$ cat src/timer_b_defines.vh
// Register map, field positions, encodings and reset values of the type-B timer.
`ifndef TIMER_B_DEFINES_VH
`define TIMER_B_DEFINES_VH

`define TB_IDX_CTRL_A      6'h00
`define TB_IDX_CTRL_B      6'h01
`define TB_IDX_TIMER_B_EVENT_CONTROL      6'h04
`define TB_IDX_FLAGS       6'h06
`define TB_IDX_STATUS      6'h07
`define TB_IDX_COUNT       6'h0A
`define TB_IDX_COMPARE     6'h0C

`define TB_CTRL_A_RESET    8'h00
`define TB_CTRL_B_RESET    8'h00
`define TB_TIMER_B_EVENT_CONTROL_RESET    8'h00
`define TB_CTRL_A_MASK     8'h7F
`define TB_CTRL_B_MASK     8'h77
`define TB_TIMER_B_EVENT_CONTROL_MASK     8'h51

`define TB_A_ENABLE        0
`define TB_A_CLOCK_SOURCE_SELECT_LO     1
`define TB_A_CLOCK_SOURCE_SELECT_HI     3
`define TB_A_RESTART_A     4
`define TB_A_CASCADE       5
`define TB_A_STANDBY       6
`define TB_B_MODE_LO       0
`define TB_B_MODE_HI       2
`define TB_B_OUT_EN        4
`define TB_B_INIT_LEVEL    5
`define TB_B_ASYNC         6
`define TB_EV_INPUT_EN     0
`define TB_EV_EDGE         4
`define TB_EV_FILTER       6
`define TB_FLAG_CAPTURE    0
`define TB_FLAG_OVERFLOW   1
`define TB_STATUS_RUN      0

`define TB_CLK_UNDIVIDED   3'h0
`define TB_CLK_HALVED      3'h1
`define TB_CLK_TYPE_A      3'h2
`define TB_CLK_EVENT       3'h7

`define TB_MODE_PERIODIC   3'h0
`define TB_MODE_TIMEOUT    3'h1
`define TB_MODE_SNAPSHOT   3'h2
`define TB_MODE_FREQ       3'h3
`define TB_MODE_WIDTH      3'h4
`define TB_MODE_FREQ_WIDTH 3'h5
`define TB_MODE_SINGLE     3'h6
`define TB_MODE_BYTE_PULSE 3'h7

`define TB_FILTER_SAMPLES  4
`define TB_COUNT_ZERO      16'h0000
`define TB_COUNT_MAX       16'hFFFF

`endif

$ cat src/timer_b_capture_input.v
// Capture event path: noise filter, cascade delay and edge detection.
`timescale 1ns/1ps
`include "timer_b_defines.vh"

module timer_b_capture_input #(
  parameter SAMPLES = `TB_FILTER_SAMPLES
) (
  input  wire clk_i,
  input  wire rst_n_i,
  input  wire event_i,
  input  wire filter_en_i,
  input  wire cascade_i,
  output reg  raw_rise_o,
  output reg  rise_o,
  output reg  fall_o
);

  reg [SAMPLES-1:0] history;
  reg               filtered;
  reg               delayed;
  reg               level_q;
  reg               raw_q;
  wire              stage;
  wire              level;

  // A level is accepted only after it has held for every sample in the window.
  assign stage = filter_en_i ? filtered : event_i;
  // The extra cycle matches the carry that the lower counter sends on.
  assign level = cascade_i ? delayed : stage;

  always @(posedge clk_i or negedge rst_n_i) begin
    if (!rst_n_i) begin
      history    <= {SAMPLES{1'b0}};
      filtered   <= 1'b0;
      delayed    <= 1'b0;
      level_q    <= 1'b0;
      raw_q      <= 1'b0;
      raw_rise_o <= 1'b0;
      rise_o     <= 1'b0;
      fall_o     <= 1'b0;
    end else begin
      history <= {history[SAMPLES-2:0], event_i};
      if (&{history, event_i}) begin
        filtered <= 1'b1;
      end else if (~|{history, event_i}) begin
        filtered <= 1'b0;
      end
      delayed    <= stage;
      level_q    <= level;
      raw_q      <= event_i;
      raw_rise_o <= event_i & ~raw_q;
      rise_o     <= level & ~level_q;
      fall_o     <= ~level & level_q;
    end
  end

endmodule // timer_b_capture_input

$ cat src/timer_b_control_config.v
// Type-B timer top: APB registers, counter modes, capture logic and waveform.
//
// Our own choice: the APB interface to the registers.
`timescale 1ns/1ps
`include "timer_b_defines.vh"

module timer_b_control_config #(
  parameter COUNT_W = 16
) (
  input  wire        clk_i,
  input  wire        rst_n_i,
  input  wire [7:0]  paddr_i,
  input  wire        psel_i,
  input  wire        penable_i,
  input  wire        pwrite_i,
  input  wire [31:0] pwdata_i,
  output reg  [31:0] prdata_o,
  output reg         pready_o,
  output reg         pslverr_o,
  input  wire        standby_sleep_i,
  input  wire        type_a_timer_tick_i,
  input  wire        type_a_timer_restart_i,
  input  wire        type_a_timer_zero_restart_i,
  input  wire        capture_event_i,
  input  wire        count_event_i,
  output reg         waveform_o,
  output reg         waveform_override_o,
  output reg         capture_event_o,
  output reg         overflow_event_o
);

  localparam ST_IDLE  = 3'b001;
  localparam ST_FIRST = 3'b010;
  localparam ST_SECND = 3'b100;

  reg  [7:0]         timer_b_control_a;
  reg  [7:0]         timer_b_control_b;
  reg  [7:0]         timer_b_event_control;
  reg  [COUNT_W-1:0] counter_value;
  reg  [COUNT_W-1:0] compare_capture_value;
  reg                capture_flag;
  reg                overflow_flag;
  reg                running;
  reg  [2:0]         pair_state;
  reg                next_running;
  reg  [COUNT_W-1:0] next_count;
  reg                do_capture;
  reg                set_capture;
  reg  [2:0]         next_pair_state;
  reg                wave_level;
  reg  [31:0]        read_word;
  reg                read_hit;

  wire               enabled;
  wire               active;
  wire [2:0]         clock_source_select;
  wire [2:0]         counter_mode_select;
  wire               edge_bit;
  wire               restart_with_type_a;
  wire               restart_pulse;
  wire               tick;
  wire               raw_rise;
  wire               ev_rise;
  wire               ev_fall;
  wire               start_edge;
  wire               other_edge;
  wire               raw_start;
  wire               access;
  wire               wr_en;
  wire               rd_en;
  wire [5:0]         index;
  wire               top_hit;
  wire               byte_top_hit;
  wire               byte_duty_hit;
  wire               capture_mode;

  function is_reg;
    input [5:0] idx;
    input [5:0] want;
    begin
      is_reg = (idx == want);
    end
  endfunction

  assign clock_source_select = timer_b_control_a[`TB_A_CLOCK_SOURCE_SELECT_HI:`TB_A_CLOCK_SOURCE_SELECT_LO];
  assign counter_mode_select = timer_b_control_b[`TB_B_MODE_HI:`TB_B_MODE_LO];
  assign edge_bit            = timer_b_event_control[`TB_EV_EDGE];
  assign restart_with_type_a = timer_b_control_a[`TB_A_RESTART_A];
  assign enabled             = timer_b_control_a[`TB_A_ENABLE];
  // Standby halts the timer unless software asked it to keep running.
  assign active = enabled & (~standby_sleep_i | timer_b_control_a[`TB_A_STANDBY]);
  assign restart_pulse = restart_with_type_a & ((clock_source_select == `TB_CLK_TYPE_A) ?
                         type_a_timer_restart_i : type_a_timer_zero_restart_i);

  // The start/capture edge is positive for edge bit 0 and negative for edge bit 1.
  assign start_edge = active & timer_b_event_control[`TB_EV_INPUT_EN] &
                      (edge_bit ? ev_fall : ev_rise);
  assign other_edge = active & timer_b_event_control[`TB_EV_INPUT_EN] &
                      (edge_bit ? ev_rise : ev_fall);
  assign raw_start  = active & timer_b_event_control[`TB_EV_INPUT_EN] & raw_rise;

  assign top_hit       = (counter_value == compare_capture_value);
  assign byte_top_hit  = (counter_value[7:0] == compare_capture_value[7:0]);
  assign byte_duty_hit = (counter_value[7:0] == compare_capture_value[15:8]);
  assign capture_mode  = (counter_mode_select >= `TB_MODE_SNAPSHOT) &&
                         (counter_mode_select <= `TB_MODE_FREQ_WIDTH);

  assign access = psel_i & penable_i & pready_o;
  assign wr_en  = access & pwrite_i & (paddr_i[1:0] == 2'b00);
  assign rd_en  = access & ~pwrite_i;
  assign index  = paddr_i[7:2];

  timer_b_count_tick u_tick (
    .clk_i                 (clk_i),
    .rst_n_i               (rst_n_i),
    .clock_source_select_i (clock_source_select),
    .type_a_timer_tick_i   (type_a_timer_tick_i),
    .count_event_i         (count_event_i),
    .restart_i             (restart_pulse),
    .tick_o                (tick)
  );

  // The cascade delay only shifts timing; the 32-bit chain itself is the event routing.
  timer_b_capture_input u_capture (
    .clk_i       (clk_i),
    .rst_n_i     (rst_n_i),
    .event_i     (capture_event_i),
    .filter_en_i (timer_b_event_control[`TB_EV_FILTER]),
    .cascade_i   (timer_b_control_a[`TB_A_CASCADE]),
    .raw_rise_o  (raw_rise),
    .rise_o      (ev_rise),
    .fall_o      (ev_fall)
  );

  always @* begin
    next_running    = running;
    next_count      = counter_value;
    next_pair_state = pair_state;
    do_capture      = 1'b0;
    set_capture     = 1'b0;
    if (tick & running & active) begin
      next_count = counter_value + 1'b1;
    end
    case (counter_mode_select)
      `TB_MODE_PERIODIC: begin
        next_running = 1'b1;
        // A disabled or halted timer must not keep matching its top and flagging.
        if (tick & running & active & top_hit) begin
          next_count  = `TB_COUNT_ZERO;
          set_capture = 1'b1;
        end
      end
      `TB_MODE_TIMEOUT: begin
        if (start_edge) begin
          next_running = 1'b1;
        end else if (other_edge) begin
          next_running = 1'b0;
        end
        if (tick & running & active & top_hit) begin
          next_count  = `TB_COUNT_ZERO;
          set_capture = 1'b1;
        end
      end
      `TB_MODE_SNAPSHOT: begin
        next_running = 1'b1;
        if (start_edge) begin
          do_capture  = 1'b1;
          set_capture = 1'b1;
        end
      end
      `TB_MODE_FREQ: begin
        next_running = 1'b1;
        if (start_edge) begin
          do_capture  = 1'b1;
          set_capture = 1'b1;
          next_count  = `TB_COUNT_ZERO;
        end
      end
      `TB_MODE_WIDTH: begin
        next_running = 1'b1;
        if (start_edge) begin
          next_count = `TB_COUNT_ZERO;
        end else if (other_edge) begin
          do_capture  = 1'b1;
          set_capture = 1'b1;
        end
      end
      `TB_MODE_FREQ_WIDTH: begin
        case (pair_state)
          ST_IDLE: begin
            next_running = 1'b0;
            if (start_edge) begin
              next_count      = `TB_COUNT_ZERO;
              next_running    = 1'b1;
              next_pair_state = ST_FIRST;
            end
          end
          ST_FIRST: begin
            if (other_edge) begin
              do_capture      = 1'b1;
              next_pair_state = ST_SECND;
            end
          end
          ST_SECND: begin
            if (start_edge) begin
              next_running    = 1'b0;
              set_capture     = 1'b1;
              next_pair_state = ST_IDLE;
            end
          end
          default: begin
            next_pair_state = ST_IDLE;
          end
        endcase
      end
      `TB_MODE_SINGLE: begin
        // Either edge starts the shot when the edge bit is set.
        if (start_edge | (edge_bit & other_edge)) begin
          next_running = 1'b1;
        end
        if (tick & running & active & top_hit) begin
          next_running = 1'b0;
          next_count   = `TB_COUNT_ZERO;
          set_capture  = 1'b1;
        end
      end
      `TB_MODE_BYTE_PULSE: begin
        next_running = 1'b1;
        if (tick & running & active & byte_top_hit) begin
          next_count = `TB_COUNT_ZERO;
        end
        if (tick & running & active & byte_duty_hit) begin
          set_capture = 1'b1;
        end
      end
      default: begin
        next_running = 1'b0;
      end
    endcase
    if (!enabled) begin
      next_running    = 1'b0;
      next_pair_state = ST_IDLE;
    end else if (restart_pulse) begin
      next_count = `TB_COUNT_ZERO;
    end
  end

  always @* begin
    case (counter_mode_select)
      `TB_MODE_SINGLE: begin
        // Async mode raises the pin on the raw edge, before filter and delay.
        wave_level = running | (timer_b_control_b[`TB_B_ASYNC] & raw_start);
      end
      `TB_MODE_BYTE_PULSE: begin
        wave_level = (counter_value[7:0] < compare_capture_value[15:8]);
      end
      default: begin
        wave_level = timer_b_control_b[`TB_B_INIT_LEVEL];
      end
    endcase
  end

  always @* begin
    read_hit  = 1'b1;
    read_word = 32'h0000_0000;
    if (is_reg(index, `TB_IDX_CTRL_A)) begin
      read_word[7:0] = timer_b_control_a;
    end else if (is_reg(index, `TB_IDX_CTRL_B)) begin
      read_word[7:0] = timer_b_control_b;
    end else if (is_reg(index, `TB_IDX_TIMER_B_EVENT_CONTROL)) begin
      read_word[7:0] = timer_b_event_control;
    end else if (is_reg(index, `TB_IDX_FLAGS)) begin
      read_word[`TB_FLAG_CAPTURE]  = capture_flag;
      read_word[`TB_FLAG_OVERFLOW] = overflow_flag;
    end else if (is_reg(index, `TB_IDX_STATUS)) begin
      read_word[`TB_STATUS_RUN] = running;
    end else if (is_reg(index, `TB_IDX_COUNT)) begin
      read_word[COUNT_W-1:0] = counter_value;
    end else if (is_reg(index, `TB_IDX_COMPARE)) begin
      read_word[COUNT_W-1:0] = compare_capture_value;
    end else begin
      read_hit = 1'b0;
    end
    if (paddr_i[1:0] != 2'b00) begin
      read_hit = 1'b0;
    end
  end

  always @(posedge clk_i or negedge rst_n_i) begin
    if (!rst_n_i) begin
      pready_o  <= 1'b0;
      prdata_o  <= 32'h0000_0000;
      pslverr_o <= 1'b0;
    end else begin
      pready_o <= psel_i & penable_i & ~pready_o;
      if (psel_i & penable_i & ~pready_o) begin
        prdata_o  <= pwrite_i ? 32'h0000_0000 : read_word;
        pslverr_o <= ~read_hit;
      end else begin
        pslverr_o <= 1'b0;
      end
    end
  end

  always @(posedge clk_i or negedge rst_n_i) begin
    if (!rst_n_i) begin
      timer_b_control_a     <= `TB_CTRL_A_RESET;
      timer_b_control_b     <= `TB_CTRL_B_RESET;
      timer_b_event_control <= `TB_TIMER_B_EVENT_CONTROL_RESET;
      counter_value         <= `TB_COUNT_ZERO;
      compare_capture_value <= `TB_COUNT_ZERO;
      capture_flag          <= 1'b0;
      overflow_flag         <= 1'b0;
      running               <= 1'b0;
      pair_state            <= ST_IDLE;
      waveform_o            <= 1'b0;
      waveform_override_o   <= 1'b0;
      capture_event_o       <= 1'b0;
      overflow_event_o      <= 1'b0;
    end else begin
      running    <= next_running;
      pair_state <= next_pair_state;
      // A software write to the count wins over the counter's own update.
      if (wr_en & is_reg(index, `TB_IDX_COUNT)) begin
        counter_value <= pwdata_i[COUNT_W-1:0];
      end else begin
        counter_value <= next_count;
      end
      if (do_capture) begin
        compare_capture_value <= counter_value;
      end else if (wr_en & is_reg(index, `TB_IDX_COMPARE)) begin
        compare_capture_value <= pwdata_i[COUNT_W-1:0];
      end
      if (wr_en & is_reg(index, `TB_IDX_CTRL_A)) begin
        timer_b_control_a <= pwdata_i[7:0] & `TB_CTRL_A_MASK;
      end
      if (wr_en & is_reg(index, `TB_IDX_CTRL_B)) begin
        timer_b_control_b <= pwdata_i[7:0] & `TB_CTRL_B_MASK;
      end
      if (wr_en & is_reg(index, `TB_IDX_TIMER_B_EVENT_CONTROL)) begin
        timer_b_event_control <= pwdata_i[7:0] & `TB_TIMER_B_EVENT_CONTROL_MASK;
      end
      // New events win over a clear that lands in the same cycle.
      if (set_capture) begin
        capture_flag <= 1'b1;
      end else if ((wr_en & is_reg(index, `TB_IDX_FLAGS) & pwdata_i[`TB_FLAG_CAPTURE]) |
                   (rd_en & is_reg(index, `TB_IDX_COMPARE) & capture_mode)) begin
        capture_flag <= 1'b0;
      end
      if (tick & running & active & (counter_value == `TB_COUNT_MAX)) begin
        overflow_flag <= 1'b1;
      end else if (wr_en & is_reg(index, `TB_IDX_FLAGS) & pwdata_i[`TB_FLAG_OVERFLOW]) begin
        overflow_flag <= 1'b0;
      end
      capture_event_o     <= set_capture;
      overflow_event_o    <= tick & running & active & (counter_value == `TB_COUNT_MAX);
      waveform_o          <= wave_level;
      // The port pin direction must be set to output elsewhere for this to reach the pad.
      waveform_override_o <= timer_b_control_b[`TB_B_OUT_EN];
    end
  end

endmodule // timer_b_control_config

$ cat src/timer_b_count_tick.v
// Count tick generator selecting the counting clock source.
`timescale 1ns/1ps
`include "timer_b_defines.vh"

module timer_b_count_tick (
  input  wire       clk_i,
  input  wire       rst_n_i,
  input  wire [2:0] clock_source_select_i,
  input  wire       type_a_timer_tick_i,
  input  wire       count_event_i,
  input  wire       restart_i,
  output reg        tick_o
);

  reg half_phase;
  reg count_event_q;

  always @(posedge clk_i or negedge rst_n_i) begin
    if (!rst_n_i) begin
      half_phase    <= 1'b0;
      count_event_q <= 1'b0;
      tick_o        <= 1'b0;
    end else begin
      count_event_q <= count_event_i;
      // Restarting the halver keeps a restarted count aligned to its first tick.
      half_phase    <= restart_i ? 1'b0 : ~half_phase;
      case (clock_source_select_i)
        `TB_CLK_UNDIVIDED: tick_o <= 1'b1;
        `TB_CLK_HALVED:    tick_o <= half_phase & ~restart_i;
        `TB_CLK_TYPE_A:    tick_o <= type_a_timer_tick_i;
        `TB_CLK_EVENT:     tick_o <= count_event_i & ~count_event_q;
        default:           tick_o <= 1'b0;
      endcase
    end
  end

endmodule // timer_b_count_tick

$ cat config.mk
export PLATFORM = sky130hd
export DESIGN_NAME = timer_b_control_config
export DESIGN_NICKNAME = d
export VERILOG_FILES = /design/src/timer_b_capture_input.v /design/src/timer_b_control_config.v /design/src/timer_b_count_tick.v
export VERILOG_INCLUDE_DIRS = /design/src
export SDC_FILE = /design/constraint.sdc
export NUM_CORES = 1
export LEC_CHECK = 0
export ABC_CLOCK_PERIOD_IN_PS = 2500
export BUFFER_PORTS_ARGS = -buffer_cell sky130_fd_sc_hd__buf_2
export CAP_MARGIN = 20
export CORE_ASPECT_RATIO = 1.1
export CORE_MARGIN = 2
export CORE_UTILIZATION = 57
export DETAILED_ROUTE_END_ITERATION = 10
export GPL_TIMING_DRIVEN = 1
export HOLD_SLACK_MARGIN = 0.05
export PLACE_DENSITY = 0.88
export REMOVE_ABC_BUFFERS = 1
export SLEW_MARGIN = 20
export SYNTH_ARGS = -nofsm -noshare
export SYNTH_HDL_FRONTEND = slang
export SYNTH_SLANG_ARGS = --single-unit
$ cat constraint.sdc
create_clock -name clk_i -period 2.5 [get_ports clk_i]
set_clock_uncertainty 0.05 [all_clocks]
set_input_delay 0.375 -clock clk_i [delete_from_list [all_inputs] [get_ports clk_i]]
set_output_delay 0.375 -clock clk_i [all_outputs]
set_load 0.03 [all_outputs]
# After elaboration in Yosys (flattened, before gate mapping)
# Cells that the tools add are included.
# totals
out_inout_bits	38
elab_cells	199
ff_bits	106
in_bits	51
# op_classes
bitwise	49
addsub	1
order_cmp	3
reduce_logical	17
muxes	70
n_eq_ne	32
# ops
op	n
two-way mux 16 bit	13
one-hot mux 16 bit (4 select lines)	1
two-way mux 8 bit	6
bitwise AND 1 bit	35
two-way mux 1 bit	35
== test 3 bit (second input constant)	6
== test 6 x 3 -> 1 bit (second input constant)	3
adder 16 x 1 -> 16 bit (second input constant)	1
== test 16 bit	1
== test 16 bit (second input constant)	1
== test 8 bit	2
two-way mux 15 bit	1
two-way mux 3 bit	5
two-way mux 14 bit	1
== test 3 x 2 -> 1 bit (second input constant)	4
== test 6 x 4 -> 1 bit (second input constant)	2
!= test 4 bit (second input constant)	3
inverter 1 bit	10
OR reduction 5 bit	2
== test 3 x 1 -> 1 bit (second input constant)	3
!= test 3 bit (second input constant)	3
one-hot mux 3 bit (3 select lines)	1
less-than comparator 8 bit	1
one-hot mux 1 bit (4 select lines)	2
other kinds (19)	30

# Longest topological paths before layout
# Gate-level depths: netlist of run 1.
# logic_depth
depth_word	11
depth_mapped	9
ltp_nobuf	8

# Modules after synthesis
# From an unflattened synthesis of run 1, not the netlist that was laid out.
# unflattened
hier_cells	521
hier_area_um2	5106.1
# by_module_without_submodules
module	cells_per_inst	instances	area_each_um2	seq_area_each_um2
timer_b_control_config	491	1	4672.0	1903.1
timer_b_capture_input	20	1	316.6	250.2
timer_b_count_tick	10	1	117.6	75.1

# Least setup slack after synthesis of run 1
# Ideal clock, no wire load.
# synth_path
kind	register -> register
startpoint	reg pready_o
endpoint	reg compare_capture_value[10]
path_buffers	3
required_ps	2323
path_stages_with_launch	9
setup_ps	127
slack_ps	642
t_arrival_ps	1680
synth_period_minus_slack_ps	1858
path_cell_list	dfrtp_1 -> and3_1 -> and3_1 -> buf_2 -> and3_1 -> buf_4 -> buf_6 -> mux2i_1 -> o21ai_0
# synth_between
elab_chain_len	5
# synth_rtl
element	line	rtl
start: declaration	timer_b_control_config.v:18	output reg pready_o,
start signal: assignment	timer_b_control_config.v:295	pready_o <= psel_i & penable_i & ~pready_o;
bitwise AND 1 bit	timer_b_control_config.v:108	assign access = psel_i & penable_i & pready_o;
bitwise AND 1 bit (2 in a row)	timer_b_control_config.v:109	assign wr_en = access & pwrite_i & (paddr_i[1:0] == 2'b00);
bitwise AND 1 bit	timer_b_control_config.v:331	end else if (wr_en & is_reg(index, `TB_IDX_COMPARE)) begin
nonzero test 2 bit (no source line)	-	
end signal: assignment	timer_b_control_config.v:311	compare_capture_value <= `TB_COUNT_ZERO;
end signal: assignment	timer_b_control_config.v:330	compare_capture_value <= counter_value;
end signal: assignment	timer_b_control_config.v:332	compare_capture_value <= pwdata_i[COUNT_W-1:0];
end: declaration	timer_b_control_config.v:40	reg [COUNT_W-1:0] compare_capture_value;
# No other way between the ends.
# A chain may end at the register's enable or synchronous reset.

# Final worst setup path of run 1
# layout_path
startpoint	reg counter_value[3]
endpoint	reg counter_value[4]
# layout_between
elab_chain_len	8
elab_cells_between_ends	14
classes_between	add/sub: 1; eq/ne: 2; mux: 9; bitwise: 2
# layout_rtl
element	line	rtl
start: declaration	timer_b_control_config.v:39	reg [COUNT_W-1:0] counter_value;
start signal: assignment	timer_b_control_config.v:310	counter_value <= `TB_COUNT_ZERO;
start signal: assignment	timer_b_control_config.v:325	counter_value <= pwdata_i[COUNT_W-1:0];
start signal: assignment	timer_b_control_config.v:327	counter_value <= next_count;
adder 16 x 1 -> 16 bit	timer_b_control_config.v:142	next_count = counter_value + 1'b1;
two-way mux 16 bit	timer_b_control_config.v:141	if (tick & running & active) begin
two-way mux 16 bit	timer_b_control_config.v:173, timer_b_control_config.v:181, timer_b_control_config.v:192	
two-way mux 16 bit	timer_b_control_config.v:189	case (pair_state)
one-hot mux 16 bit (4 select lines) *	timer_b_control_config.v:144	case (counter_mode_select)
two-way mux 16 bit	timer_b_control_config.v:243	end else if (restart_pulse) begin
two-way mux 16 bit *	timer_b_control_config.v:240	if (!enabled) begin
two-way mux 16 bit *	timer_b_control_config.v:324	if (wr_en & is_reg(index, `TB_IDX_COUNT)) begin
# Every way passes the cells marked *; elsewhere a longest branch is shown, timed or not.

==> metrics, run 1 <==
Power Dens Cells around 470 nW/um^2; Top Ports slightly below 90; setup violators final 0; drt total wl 12500 um; total track usage 0.264; # hold bufs at CTS 1; Setup CP Type reg2reg; type of destination of the critical path register; gr ovfl total 0; clk sinks 89; ys flop type dfrtp_1; RSZ-0062 raised after global routing false; buffers and inverters on the worst path 1; P_leak around 0.0025 uW; Placer Congestion slightly above 0.9; CTS tree yes; HPWL Detailed a little over 9000 um; die width 94.6 um; Seq cells post-synth between 80 and 90; antenna violations before repair 0; Hold Path Class in2reg; crit start category register; vias 4174; async set-reset flop share out of synthesis 1.00; CTS Buf Count 9; number of post-CTS setup repair buffers 0; worst-margin pin slew between 500 and 600 ps; synth-to-layout area growth 9.57%; unique cell type count in the Yosys netlist 65; Via density 6.06; Rows 36; sequential share of the synthesized area 0.433; fin. max-slew vios 0; initial drt markers approximately 420; crit-path max cell delay 520 ps; Final Cycle Share 0.837; fmax 0.478 GHz; Worst Path Arrival roughly 2300 ps; Setup TNS 0 ps; CTS resizes 0; largest delay contributor family on the critical path flip-flops; CP Max Fanout 16; DRC errors left 0; Port-buffer cells 56; most frequent cells in the layout 88 x dfrtp_1, 62 x nand2_1, 55 x buf_2; initial core utilization 0.583; Gate Count Post-Synth between 500 and 600; Reg clk slew, reported paths roughly 90 ps; DR pass1 iterations 6; Ant. Diodes 0; Longest Clk Path Bufs 2; Final Critical Period 2090 ps; Max VDD drop ~0.33 mV; largest net degree at the start of global routing 48; DR WL/cell between 15 and 20 um; ANT nets after route 0; status complete, no violations; Clock Latency Late Sink about 380 ps; share of cells above drive strength 1 0.221; number of global-route vias before repair between 4000 and 5000; Die ar. 9810 sq um; Cell Area, Synth slightly above 5000 sq um; WP data required ~2700 ps; fillcell total between 600 and 700; Avg Inst Size Synth 9.88 sq um; Core Box Area 8830 sq um; Synthesis Warnings 0; global-route wire length before repair a little over 20000 um; most common cell after layout, fill and taps aside dfrtp_1; slew margin rel. 0.613; Root Driver clkbuf_8; CP max stage cell dfrtp_1; final count of hold timing violations 0; number of synthesized flops with an enable pin 0; CP Cell Sequence xnor2_1, nand4_1, nor3_2, a21oi_1, o21ai_2, buf_4, o21ai_0; final hold slack 71.7 ps; Die H between 100 and 150 um; H-tree depth 3; Max-cap violations 0; nets@finish 630
## sequential cells by signal, summed over array words and instances, names as in the netlist, 3 cells and up
name	cells
prdata_o	16
counter_value	16
timer_b_control_a	7
u_capture.history	4
compare_capture_value	16
timer_b_control_b	6
timer_b_event_control	3
pair_state	3
## cell families after synthesis
logic type	after synthesis	synth area share
xor+xnor	32	0.0544
flops	89	0.433
other cells	1	0.000728
simple gates	165	0.168
buf+inv	63	0.0700
compound gates	119	0.162
fa+ha+maj	9	0.0219
mux	43	0.0904
## final cells by class
type	instances	area, sq um	share of cell area
multi-input cells	384	2620	0.464
flip-flops and latches	89	2230	0.395
repair buffers	69	395	0.0701
well taps	114	143	0.0253
clock buffers	10	128	0.0226
clock inverters	6	67.6	0.0120
inverters	17	63.8	0.0113
## metrics by stage
step	instances	worst slack (ps)	util	instance area [sq um]	power, uW
6_report	689	408	0.639	5640	2670
5_1_grt	689	211	0.639	5640	2770
4_1_cts	689	458	0.639	5640	2690
3_5_place_dp	672	386	0.616	5440	1700
3_3_place_gp	672	429	0.616	5440	1690
2_1_floorplan	490	377	-	4910	1590
## cells in the mapped netlist (all sizes together), types with 4 or more instances
library cell / number / area (sq um)
a21oi: 16 / 91.3
dfrtp: 88 / 2200
nand4: 11 / 68.8
ha: 9 / 113
mux2: 18 / 203
nand2b: 8 / 57.6
a31oi: 5 / 31.3
and3: 6 / 37.5
mux2i: 25 / 263
o31ai: 5 / 37.5
xor2: 9 / 78.8
a222oi: 4 / 40.0
nand3: 8 / 45.0
o21ai: 48 / 282
clkbuf: 7 / 27.5
nor2: 29 / 119
nand2: 62 / 233
a22o: 18 / 158
nor2b: 6 / 37.5
buf: 39 / 269
xnor2: 23 / 201
and4: 6 / 52.6
nor3: 6 / 45.0
and2: 6 / 40.0
inv: 17 / 63.8
## worst reg2reg max path: stages, from the launching register on
cell	delay [ps]
dfrtp_1	520
xnor2_1	300
nand4_1	150
nor3_2	250
a21oi_1	140
o21ai_2	150
buf_4	270
o21ai_0	140
## metal layers
layer	wire length, um	part of all wire	up-vias	GRT usage
li1	-	-	1929	-
met1	5200	0.42	2012	0.346
met2	5980	0.48	197	0.412
met3	905	0.073	36	0.0516
met4	394	0.032	0	0.137
met5	0	0	-	0
## worst paths after layout
check / from / endpoint / slack, ps / cells after the start
max in group asynchronous: rst_n_i / pair_state[0] / 1260 / 3
worst max register to register: counter_value[3] / counter_value[4] / 410 / 7
min in group asynchronous: rst_n_i / u_capture.history[3] / 480 / 2
worst min-delay path: count_event_i / u_tick.count_event_q / 70 / 1
worst min register to register: u_capture.history[2] / u_capture.history[3] / 360 / 0
worst max-delay path: counter_value[3] / counter_value[4] / 410 / 7
## power by group
part | internal, uW | total (uW) | leakage [uW] | switching, uW
Sequential | 1450 | 1470 | 0.00121 | 13.9
Combinational | 60.1 | 205 | 0.00119 | 145
Clock | 465 | 1000 | 0.0000929 | 536
Note: power is estimated with default switching activity, not from simulation.
==> inputs of run 2 (changes only) <==
- ABC_AREA: not set -> 1
- ABC_CLOCK_PERIOD_IN_PS: 2500 -> 1760
- CORE_UTILIZATION: 57 -> 52
- PLACE_DENSITY: 0.88 -> 0.84
- clock period: 2.5 -> 1.76 ns (I/O delays scaled with it)
==> run 2 against run 1 <==
Compared with the run above: register-to-register slack got worse by 480 ps; first-iteration DRC count rose by 81%; critical endpoint is now counter_value[5]; critical path type unchanged; clock power rose by 94%; sequential share of layout area fell by 7.8 points; the flow now finishes with violations (negative setup slack); utilization rose by 4.6 points; clock-buffer cell count fell by 1; largest cell class unchanged.
==> metrics, run 2 <==
CTS tree yes; Port-buffer cells between 50 and 60; Final Critical Period around 1800 ps; CTS Buf Count 9; DR WL/cell roughly 16 um; Root Driver clkbuf_16; Seq cells post-synth 89; Longest Clk Path Bufs 2; fillcell total between 700 and 800; antenna violations before repair 0; status finished with violations; biggest regs compare_capture_value (16), counter_value (16), prdata_o (16); nets@finish approximately 950; Max VDD drop roughly 0.51 mV; Top Ports 89; DRC errors left 0; Via density around 5.6; Ant. Diodes 0; drt total wl ~17000 um; Clock Latency Late Sink about 360 ps; Synthesis Warnings 0; CP Max Fanout 8; ANT nets after route 0; Power Dens Cells 683 nW/um^2; initial drt markers about 760; placed instance count roughly 990; most common cell after layout, fill and taps aside nand2_1; FF-to-FF End counter_value[5]; Rows 39; synth-to-layout area growth 29.8%; DR pass1 iterations 8; largest net degree at the start of global routing 90; Hold Path Class in2reg; H-tree depth 3; Die ar. ~11000 sq um; cell accounting for the most synthesized area dfrtp_1; async set-reset flop share out of synthesis 1.00; R2R setup slack -70 ps; final hold slack roughly 74 ps; fin. max-slew vios 0; Post-DP Area 6270 sq um; total track usage 0.279; HPWL Detailed 10900 um; Finished Core Util 0.685; R2R cell count 10; largest cells by area after synthesis dfrtp_1 41%, nand2_1 15%, inv_1 5.8%; die width ~100 um; Gate Count Post-Synth 743; type of destination of the critical path register; Worst Setup Slack, final -68.7 ps; Final Cycle Share 1.04; most frequent cells in the layout 204 x nand2_1, 86 x buf_4, 81 x dfrtp_1; unique cell type count in the Yosys netlist 45; number of global-route vias before repair 5211; end of the worst hold path counter_value[8]; Cell Area, Synth 5440 sq um; Reg clk slew, reported paths 70 ps; Worst Path Arrival between 2000 and 2500 ps; number of synthesized flops with an enable pin 0; vias 5782; Synth top cells by count 213 x nand2_1, 88 x dfrtp_1, 84 x inv_1; gr ovfl total 0; WP data required slightly below 2000 ps; Setup CP Type reg2reg; share of cells above drive strength 1 0.294; failing checks negative setup slack; Setup TNS -458 ps; cell area after layout slightly above 7000 sq um; Yosys top cell area share 0.405; Hold Path Origin pwdata_i[8]; setup violators final 14; ys flop type dfrtp_1; reg-to-reg startpoint counter_value[7]; final count of hold timing violations 0; sequential share of the synthesized area 0.410; RSZ-0062 raised after global routing true; most frequent cell after synthesis nand2_1; Max-cap violations 0; Placer Congestion about 1.1; hold depth 3; fmax approximately 0.55 GHz; global-route wire length before repair ~25000 um; Die H approximately 110 um; initial core utilization 0.528; Layout Cells excl Fill 1034; Avg Inst Size Synth around 7.3 sq um; Core Box Area just over 10000 sq um; clk sinks 89; crit start category register; P_leak ~0.0036 uW
run 2: changes by cell type after synthesis, sizes merged, moves of 23 or more:
cell / delta
nand2: +156
inv: +80
nand3: +52
nor2: +37
o21ai: +30
mux2i: -23
xnor2: -23
run 2: critical path: stages, from the launching register on:
cell and delay [ps]:
dfrtp_2 460, nand2_1 100, nand2_1 90, nor2_4 140
nand3_2 120, nor2_4 170, nor2_2 70, nor2_4 200
nand2_4 170, nand3_2 110, nand2_1 50
run 2: worst max path at each step:
stage,start,endpoint,cells after the start
after floorplan,pready_o,compare_capture_value[0],7
after global placement,timer_b_control_a[6],counter_value[4],11
after detailed placement,timer_b_control_a[6],counter_value[1],11
after CTS,counter_value[0],counter_value[9],11
after global routing,compare_capture_value[6],counter_value[5],11
final,counter_value[7],counter_value[5],10
run 2: kinds of logic (layout without fill, tap and decap cells):
group           count (synthesis)  after routing  share of synthesized area
compound gates                127            127                      0.133
xor+xnor                       12             12                     0.0193
fa+ha+maj                       9              9                     0.0207
buf+inv                       133            265                      0.108
flops                          89             89                      0.410
mux                             2              2                    0.00368
other cells                     1             16                   0.000690
simple gates                  370            371                      0.305
run 2: power by group:
group          internal [uW]  switching, uW  leakage, uW
clock                   1000            940     0.000147
combinational            263            441      0.00228
sequential              2110           66.2      0.00116
run 2: per-stage QoR:
step	setup slack (ps)	power (uW)
after detailed placement	-99.3	2800
after CTS	-33.3	4720
after global routing	-147	4970
final	-68.7	4820
after global placement	-60.7	2780
after floorplan	-93.4	2540
run 2: per-layer routing:
| metal | vias to the layer above | global-route usage | part of all wire |
|---|---|---|---|
| met1 | 2675 | 0.370 | 0.39 |
| met2 | 349 | 0.432 | 0.47 |
| met5 | - | 0 | 0 |
| li1 | 2678 | - | - |
| met3 | 80 | 0.0706 | 0.097 |
| met4 | 0 | 0.120 | 0.042 |
run 2: area by class of cell:
type | instances | area [sq um] | area share
Timing Repair Buffer | 152 | 1050 | 0.149
Tap cell | 143 | 179 | 0.0254
Multi-Input combinational cell | 537 | 2920 | 0.413
Sequential cell | 89 | 2240 | 0.317
Inverter | 97 | 372 | 0.0527
Clock inverter | 7 | 73.8 | 0.0105
Clock buffer | 9 | 225 | 0.0319
run 2: timing repair:
| item | in CTS | in global routing |
|---|---|---|
| hold endpoints to repair | 90 | 0 |
| hold buffers | 3 | 0 |
| pin swaps | 5 | 34 |
| setup buffers | 5 | 21 |
| setup endpoints to repair | 36 | 40 |
| cloned | 1 | 1 |
| resized for setup | 15 | 64 |
